[src/verilog/sync_off_pkg.sv]
// Package with constants and types for the sync-off I/O pin block
package sync_off_pkg;
  // ==========================================
  // Register map (byte offsets)
  localparam logic [7:0] ctrl_off = 8'h00;
  localparam logic [7:0] status_off = 8'h04;
  localparam logic [7:0] pwm_period_off = 8'h08;
  localparam logic [7:0] pwm_high_off = 8'h0c;
  // ==========================================
  // Field positions
  localparam int mode_lsb = 0;
  localparam int invert_bit = 2;
  localparam int out_val_bit = 3;
  localparam int out_pwm_bit = 4;
  localparam int on_req_bit = 5;
  localparam int off_req_bit = 6;
  localparam int st_on_bit = 0;
  localparam int st_level_bit = 1;
  localparam int st_rx_bit = 2;
  localparam int st_pin_bit = 3;
  // ==========================================
  // Reset values
  localparam logic [31:0] pwm_period_rst = 32'h0000_0064;
  localparam logic [31:0] pwm_high_rst = 32'h0000_0032;
  // ==========================================
  // Timing
  localparam int clk_mhz = 100;
  localparam int pulse_min_us = 30;
  localparam logic [15:0] pulse_cycles = 16'((pulse_min_us * clk_mhz));
  // ==========================================
  // Types
  typedef enum logic [1:0] {
    mode_sync_off,
    mode_input,
    mode_output
  } mode_type;
endpackage
[src/verilog/pwm_gen.sv]
// PWM waveform generator with programmable period and high time
`timescale 1ns/1ps
module pwm_gen
  import sync_off_pkg::*;
(
  input wire logic clock,
  input wire logic rst,
  input wire logic [31:0] period,
  input wire logic [31:0] high_time,
  output logic pwm
);
  typedef struct packed {
    logic [31:0] cnt;
    logic pwm;
  } pwm_state_type;

  pwm_state_type s_r;
  pwm_state_type s_nxt;

  // ==========================================
  // Counter and compare
  always_comb begin
    s_nxt = s_r;
    if (s_r.cnt + 32'h1 >= period) begin
      s_nxt.cnt = 32'h0;
    end else begin
      s_nxt.cnt = s_r.cnt + 32'h1;
    end
    s_nxt.pwm = (s_nxt.cnt < high_time);
  end

  always_ff @(posedge clock) begin
    if (rst) begin
      s_r <= '0;
    end else begin
      s_r <= s_nxt;
    end
  end

  assign pwm = s_r.pwm;
endmodule

[src/verilog/sync_off_io_pin.sv]
// Sync-off / input / output pin logic with AXI4-Lite control registers
//
// Decided for this implementation: the AXI4-Lite interface to the registers and the placing of the registers.
`timescale 1ns/1ps
// Summary of operation
// - Modes: sync turn-off default, input, output
// - Invert bit flips pin input and output
// - Sync mode both sends and receives pulses
// - Input mode samples external level into status
// - Output true drives logic one, low normally
// - Output false drives logic zero, high normally
// - Output PWM with settable period and duty
// - Pulses hold low at least 30 us, high when inverted
// - Output on-to-off transition in sync mode emits a pulse
// - Received pulse while off only sets the rx status flag
// - Received pulse while on turns output off
// - Linked units turn off together via pulses
module sync_off_io_pin
  import sync_off_pkg::*;
(
  input wire logic clock,
  input wire logic rst,
  input wire logic [7:0] s_axi_awaddr,
  input wire logic s_axi_awvalid,
  output logic s_axi_awready,
  input wire logic [31:0] s_axi_wdata,
  input wire logic [3:0] s_axi_wstrb,
  input wire logic s_axi_wvalid,
  output logic s_axi_wready,
  output logic [1:0] s_axi_bresp,
  output logic s_axi_bvalid,
  input wire logic s_axi_bready,
  input wire logic [7:0] s_axi_araddr,
  input wire logic s_axi_arvalid,
  output logic s_axi_arready,
  output logic [31:0] s_axi_rdata,
  output logic [1:0] s_axi_rresp,
  output logic s_axi_rvalid,
  input wire logic s_axi_rready,
  input wire logic panel_on,
  input wire logic panel_off,
  input wire logic pin_in,
  output logic pin_out,
  output logic pin_oe,
  output logic output_on
);
  typedef struct packed {
    logic aw_got;
    logic [7:0] aw_addr;
    logic w_got;
    logic [31:0] w_data;
    logic [3:0] w_strb;
    logic bvalid;
    logic bslverr;
    logic rvalid;
    logic rslverr;
    logic [31:0] rdata;
    mode_type mode;
    logic invert;
    logic out_val;
    logic out_pwm;
    logic [31:0] pwm_period;
    logic [31:0] pwm_high;
    logic out_on;
    logic sync1;
    logic sync2;
    logic [15:0] low_cnt;
    logic rx_armed;
    logic rx_sticky;
    logic [15:0] tx_cnt;
    logic level;
  } state_type;

  state_type s_r;
  state_type s_nxt;
  logic pwm_wave;
  logic logic_in;
  logic rx_pulse;
  logic wr_fire;
  logic rd_fire;
  logic on_req;
  logic off_req;

  function automatic logic mapped(input logic [7:0] a);
    mapped = (a == ctrl_off) || (a == status_off) || (a == pwm_period_off)
      || (a == pwm_high_off);
  endfunction

  function automatic logic [31:0] merge(input logic [31:0] old, input logic [31:0] nw,
    input logic [3:0] strb);
    merge = old;
    for (int i = 0; i < 4; i++) begin
      if (strb[i]) begin
        merge[i*8 +: 8] = nw[i*8 +: 8];
      end
    end
  endfunction

  pwm_gen u_pwm (
    .clock(clock),
    .rst(rst),
    .period(s_r.pwm_period),
    .high_time(s_r.pwm_high),
    .pwm(pwm_wave)
  );

  // ==========================================
  // Bus handshakes
  assign s_axi_awready = !s_r.aw_got && !s_r.bvalid;
  assign s_axi_wready = !s_r.w_got && !s_r.bvalid;
  assign s_axi_arready = !s_r.rvalid;
  assign s_axi_bvalid = s_r.bvalid;
  assign s_axi_bresp = s_r.bslverr ? 2'h2 : 2'h0;
  assign s_axi_rvalid = s_r.rvalid;
  assign s_axi_rdata = s_r.rdata;
  assign s_axi_rresp = s_r.rslverr ? 2'h2 : 2'h0;
  assign wr_fire = s_r.aw_got && s_r.w_got && !s_r.bvalid;
  assign rd_fire = s_axi_arvalid && s_axi_arready;

  // Pin polarity: active-low logic, inverted when invert is set
  assign logic_in = s_r.invert ? s_r.sync2 : !s_r.sync2;
  assign rx_pulse = (s_r.mode == mode_sync_off) && s_r.rx_armed
    && (s_r.low_cnt == pulse_cycles - 16'h1) && logic_in;
  assign on_req = wr_fire && mapped(s_r.aw_addr) && (s_r.aw_addr == ctrl_off)
    && s_r.w_strb[0] && s_r.w_data[on_req_bit];
  assign off_req = wr_fire && (s_r.aw_addr == ctrl_off) && s_r.w_strb[0]
    && s_r.w_data[off_req_bit];

  // ==========================================
  // Next state
  always_comb begin
    logic [31:0] ctl;
    ctl = '0;
    s_nxt = s_r;
    if (s_axi_awvalid && s_axi_awready) begin
      s_nxt.aw_got = 1'b1;
      s_nxt.aw_addr = s_axi_awaddr;
    end
    if (s_axi_wvalid && s_axi_wready) begin
      s_nxt.w_got = 1'b1;
      s_nxt.w_data = s_axi_wdata;
      s_nxt.w_strb = s_axi_wstrb;
    end
    if (wr_fire) begin
      s_nxt.aw_got = 1'b0;
      s_nxt.w_got = 1'b0;
      s_nxt.bvalid = 1'b1;
      s_nxt.bslverr = !mapped(s_r.aw_addr);
      ctl = merge({25'h0, 1'b0, 1'b0, s_r.out_pwm, s_r.out_val, s_r.invert, s_r.mode},
        s_r.w_data, s_r.w_strb);
      case (s_r.aw_addr)
        ctrl_off: begin
          if (s_r.w_strb[0]) begin
            if (ctl[mode_lsb +: 2] == 2'h3) begin
              s_nxt.mode = s_r.mode;
            end else begin
              s_nxt.mode = mode_type'(ctl[mode_lsb +: 2]);
            end
            s_nxt.invert = ctl[invert_bit];
            s_nxt.out_val = ctl[out_val_bit];
            s_nxt.out_pwm = ctl[out_pwm_bit];
          end
        end
        pwm_period_off: begin
          s_nxt.pwm_period = merge(s_r.pwm_period, s_r.w_data, s_r.w_strb);
        end
        pwm_high_off: begin
          s_nxt.pwm_high = merge(s_r.pwm_high, s_r.w_data, s_r.w_strb);
        end
        default: begin
        end
      endcase
    end
    if (s_r.bvalid && s_axi_bready) begin
      s_nxt.bvalid = 1'b0;
    end
    if (rd_fire) begin
      s_nxt.rvalid = 1'b1;
      s_nxt.rslverr = !mapped(s_axi_araddr);
      case (s_axi_araddr)
        ctrl_off: begin
          s_nxt.rdata = {27'h0, s_r.out_pwm, s_r.out_val, s_r.invert, s_r.mode};
        end
        status_off: begin
          s_nxt.rdata = {28'h0, s_r.sync2, s_r.rx_sticky, s_r.level, s_r.out_on};
          s_nxt.rx_sticky = 1'b0;
        end
        pwm_period_off: begin
          s_nxt.rdata = s_r.pwm_period;
        end
        pwm_high_off: begin
          s_nxt.rdata = s_r.pwm_high;
        end
        default: begin
          s_nxt.rdata = 32'h0;
        end
      endcase
    end else if (s_r.rvalid && s_axi_rready) begin
      s_nxt.rvalid = 1'b0;
    end
    // Input synchroniser
    s_nxt.sync1 = pin_in;
    s_nxt.sync2 = s_r.sync1;
    s_nxt.level = logic_in;
    // Low-width filter; pulse counted once per low period
    if (!logic_in || s_r.mode != mode_sync_off) begin
      s_nxt.low_cnt = 16'h0;
      s_nxt.rx_armed = 1'b1;
    end else if (s_r.rx_armed) begin
      if (s_r.low_cnt == pulse_cycles - 16'h1) begin
        s_nxt.rx_armed = 1'b0;
      end else begin
        s_nxt.low_cnt = s_r.low_cnt + 16'h1;
      end
    end
    if (rx_pulse) begin
      s_nxt.rx_sticky = 1'b1;
    end
    // Output on/off state
    if (panel_on || on_req) begin
      s_nxt.out_on = 1'b1;
    end
    if (panel_off || off_req) begin
      s_nxt.out_on = 1'b0;
    end
    if (rx_pulse && s_r.out_on) begin
      s_nxt.out_on = 1'b0;
    end
    // Transmit a pulse on every on-to-off change while in sync-off mode
    if (s_r.tx_cnt != 16'h0) begin
      s_nxt.tx_cnt = s_r.tx_cnt - 16'h1;
    end
    if (s_r.mode == mode_sync_off && s_r.out_on && !s_nxt.out_on) begin
      s_nxt.tx_cnt = pulse_cycles;
    end
  end

  always_ff @(posedge clock) begin
    if (rst) begin
      s_r <= '0;
      s_r.mode <= mode_sync_off;
      s_r.pwm_period <= pwm_period_rst;
      s_r.pwm_high <= pwm_high_rst;
      s_r.low_cnt <= 16'h0;
      s_r.rx_armed <= 1'b1;
      s_r.sync1 <= 1'b1;
      s_r.sync2 <= 1'b1;
    end else begin
      s_r <= s_nxt;
    end
  end

  // ==========================================
  // Pin drive
  logic drive_logic;
  always_comb begin
    drive_logic = 1'b0;
    pin_oe = 1'b0;
    case (s_r.mode)
      mode_sync_off: begin
        drive_logic = (s_r.tx_cnt != 16'h0);
        pin_oe = drive_logic;
      end
      mode_output: begin
        drive_logic = s_r.out_pwm ? pwm_wave : s_r.out_val;
        pin_oe = 1'b1;
      end
      default: begin
        drive_logic = 1'b0;
        pin_oe = 1'b0;
      end
    endcase
  end
  assign pin_out = s_r.invert ? drive_logic : !drive_logic;
  assign output_on = s_r.out_on;
endmodule

[config.mk]
export PLATFORM = sky130hd
export DESIGN_NAME = sync_off_io_pin
export DESIGN_NICKNAME = d
export VERILOG_FILES = /design/src/verilog/sync_off_pkg.sv /design/src/verilog/pwm_gen.sv /design/src/verilog/sync_off_io_pin.sv
export SDC_FILE = /design/constraint.sdc
export NUM_CORES = 1
export LEC_CHECK = 0
export BUFFER_PORTS_ARGS = -buffer_cell sky130_fd_sc_hd__buf_2
export CORE_ASPECT_RATIO = 1.25
export CORE_MARGIN = 10
export CORE_UTILIZATION = 60
export DETAILED_ROUTE_END_ITERATION = 8
export GPL_ROUTABILITY_DRIVEN = 0
export PLACE_DENSITY_LB_ADDON = 0.1
export SKIP_LAST_GASP = 1
export SLEW_MARGIN = 20
export SYNTH_ARGS = -nofsm -noshare
export SYNTH_HDL_FRONTEND = slang
export SYNTH_SLANG_ARGS = --single-unit
[constraint.sdc]
create_clock -name clock -period 5.4 [get_ports clock]
set_input_delay 1.35 -clock clock [delete_from_list [all_inputs] [get_ports clock]]
set_output_delay 1.35 -clock clock [all_outputs]
set_load 0.02 [all_outputs]
==> insert_results.sql <==
INSERT INTO impl_metrics (metric_group, metric, value, unit) VALUES
('status', 'run_status', 'finished, final reports clean', ''),
('clock_network', 'tritoncts', 'done', ''),
('finish', 'num_antenna_cells', '0', ''),
('clock_network', 'clock_path_buffers', '3', ''),
('timing', 'final_period_minus_worst_setup_slack', '4.97', 'ns'),
('yosys', 'yosys_warnings', '0', ''),
('timing', 'max-slew-margin-rel', '25.2', '%'),
('detailed_routing', 'post_drt_wl_per_cell', '15.9', 'um'),
('worst_setup_path', 'worst-setup-path-type', 'flip-flop to flip-flop', ''),
('floorplan', 'floorplan.die.height', '171', 'um'),
('worst_setup_path', 'critPathRequiredTime', '5.81', 'ns'),
('yosys', 'yosysUniqueCellTypes', '65', ''),
('finish', 'mostFrequentLayoutCell', 'nand2_1', ''),
('worst_setup_path', 'crit_family', 'simple AND/OR/NAND/NOR gates', ''),
('floorplan', 'top_level_ports', '106', ''),
('pwr', 'irDropWorstVdd', '0.000212', 'V'),
('finish', 'areaGrowthSynthToFinish', '11.5', '%'),
('yosys', 'share_of_flip_flops_with_an_asynchronous_set_or_reset_after_synthesis', '0', '%'),
('finish', 'final_cell_mix', 'nand2_1, dfxtp_1, a21oi_1', ''),
('flow_run', 'drv_cap', '0', ''),
('worst_setup_path', 'maximum_fanout_along_the_worst_path', '20', ''),
('worst_setup_path', 'cp_slowest_cell', 'or4_4', ''),
('detailed_routing', 'drtAntennaViolNets', '0', ''),
('detailed_routing', 'detailedRoute.firstPassIterationCount', '5', ''),
('detailed_routing', 'drt_wl_total', '26.5', 'mm'),
('yosys', 'synth.area.mux_share', '1.75', '%'),
('yosys', 'yosys.area.top_type_share', '40.8', '%'),
('yosys', 'dominant_combinational_cell_family_by_area_after_synthesis', 'simple AND/OR/NAND/NOR gates', ''),
('detailed_routing', 'vias', '9172', ''),
('yosys', 'dominant_register_cell_in_the_synthesized_netlist', 'dfxtp_1', ''),
('worst_setup_path', 'worstPathBufferInverterCount', '4', ''),
('worst_setup_path', 'setup.worst_path.start_class', 'flip-flop', ''),
('timing', 'timing_worst_slew_pin_value', '1.12', 'ns'),
('clock_network', 'clock_insertion_delay_at_the_later_pin_of_the_skew_report', '0.52', 'ns'),
('yosys', 'synth-compound-area-share', '13.3', '%'),
('yosys', 'post_synth_fa_ha_maj_area_fraction', '7.59', '%'),
('global_route', 'initial_antenna_violation_count', '0', ''),
('pwr', 'leakage', '5.02', 'nW'),
('timing', 'setup_viol_count_final', '0', ''),
('global_route', 'first_global_vias', '8696', ''),
('detailed_routing', 'met1_length', '12.0', 'mm'),
('detailed_routing', 'met3_wirelength', '1.38', 'mm'),
('finish', 'post-route-cell-area', '0.0121', 'mm2'),
('worst_setup_path', 'worstReg2RegStart', 'u_pwm.s_r[5]', ''),
('global_route', 'global_route_wire_length_before_repair', '43.3', 'mm'),
('global_route', 'grt_max_degree', '95', ''),
('floorplan', 'fp.coreArea', '0.0180', 'mm2'),
('worst_setup_path', 'timing.critical_path.cells', 'nand4_1 > or4_4 > nor2_4 > nand3_1 > xor2_1 > inv_1 > ha_1 > and4_1 > nand2_1 > a2111oi_0 > buf_4 > o41ai_1 > nand3_2 > buf_12 > nor2_1 > ha_1 > nand4_1 > nor3_2 > buf_4 > nand2_1 > a221oi_1 > nor3_1 > o31a_1', ''),
('clock_network', 'cts-hold-fix-buffers', '0', ''),
('yosys', 'synthXorXnorAreaFrac', '4.42', '%'),
('yosys', 'synth.yosys.seq_area_share', '40.8', '%'),
('yosys', 'ys_top_cells_by_area', 'dfxtp_1, nand2_1, ha_1', ''),
('yosys', 'post_synth_and_or_nand_nor_area_fraction', '23.6', '%'),
('floorplan', 'die_width', '140', 'um'),
('global_route', 'grt_overflow', '0', ''),
('floorplan', 'floorplan.die_area', '0.0240', 'mm2'),
('detailed_routing', 'drt-initial-drc-count', '515', ''),
('placement', 'placed_cell_area', '0.0113', 'mm2'),
('pwr', 'power.density_cell_area', '327', 'mW/mm2'),
('timing', 'max_freq', '201', 'MHz'),
('worst_hold_path', 'min-delay-start', 's_nxt[35]', ''),
('clock_network', 'cts_buffers', '23', ''),
('worst_setup_path', 'timing.critical_path.slowest_cell_delay', '0.51', 'ns'),
('yosys', 'post_synth.cell_area_avg', '7.89', 'um2'),
('yosys', 'synth.cell_area', '0.0109', 'mm2'),
('timing', 'grt_setup_unrepaired', 'no', ''),
('clock_network', 'clkSlewWorstSetupHoldPaths', '0.06', 'ns'),
('worst_setup_path', 'startpoint', 'u_pwm.s_r[5]', ''),
('yosys', 'synth_cells', '1379', ''),
('yosys', 'synth_edf_count', '0', ''),
('clock_network', 'numClockSinks', '222', '');
## routing by layer
layer	up-vias	track usage, %
met2	195	36.2
met1	4247	28.0
met5	-	0
met3	40	3.49
li1	4690	-
met4	0	4.68
## power by group
group	total (mW)	switching [mW]	internal, mW
Clock	1.62	0.673	0.951
Combinational	0.542	0.310	0.231
Sequential	1.80	0.0807	1.72
Total	3.97	1.06	2.90
## registers in the layout, indices dropped and copies added, names as in the netlist
name and flops:
s_nxt 1, s_r 153, u_pwm.pwm 1, output_on 1, s_axi_bvalid 1, s_axi_rvalid 1
s_axi_rdata 32, u_pwm.s_r 32
## cell usage after synthesis (6+ instances only)
| cell | number |
|---|---|
| o21a_1 | 7 |
| clkbuf_1 | 57 |
| nand2_1 | 272 |
| ha_1 | 66 |
| nor3_1 | 45 |
| xnor2_1 | 21 |
| or3_1 | 8 |
| o21ai_1 | 6 |
| o211ai_1 | 7 |
| xor2_1 | 34 |
| buf_4 | 36 |
| dfxtp_1 | 222 |
| nor4_1 | 11 |
| a21oi_1 | 124 |
| nand3_1 | 31 |
| nor2_1 | 119 |
| and3_1 | 10 |
| mux2i_1 | 10 |
| a22oi_1 | 32 |
| nand4_1 | 17 |
| and4_1 | 6 |
| inv_1 | 109 |
| o21ai_0 | 42 |
| and2_1 | 14 |
## stage by stage
| step | power, mW | util [%] | cells | setup slack [ns] |
|---|---|---|---|---|
| global placement | 2.37 | 63.0 | 1626 | 0.310 |
| CTS | 3.99 | 67.3 | 1668 | 0.0288 |
| finish | 3.97 | 67.6 | 1668 | 0.435 |
| floorplan | 2.26 | - | 1380 | 0.638 |
| global route | 4.13 | 67.6 | 1668 | 0.0269 |
| detailed placement | 2.38 | 63.0 | 1626 | 0.0697 |
## cell families after synthesis
| logic type | count (synthesis) |
|---|---|
| AND/OR/NAND/NOR | 565 |
| other | 1 |
| XOR/XNOR | 55 |
| adder cells (fa/ha/maj) | 66 |
| AO/OA/AOI/OAI | 248 |
| buffers and inverters | 208 |
| multiplexers | 14 |
| flip-flops | 222 |
## worst paths after layout
check / endpoint / slack [ns] / cells after the start
hold reg to reg: s_r[35] / 0.41 / 1
setup reg to reg: u_pwm.pwm / 0.43 / 23
setup / recovery: u_pwm.pwm / 0.43 / 23
hold / removal: s_r[35] / 0.41 / 1
## area by class of cell
class	count	area (um2)
inverters	109	409
repair buffers	117	652
flip-flops and latches	222	4440
clock inverters	12	128
well taps	228	285
multi-input cells	950	5570
fillers	1563	5820
clock buffers	30	652
## repair_timing
| item | in CTS | in global routing |
|---|---|---|
| setup buffers | 0 | 0 |
| resized for setup | 0 | 7 |
| endpoints found under the setup margin | 0 | 1 |
(Power assumes the default switching activity.)
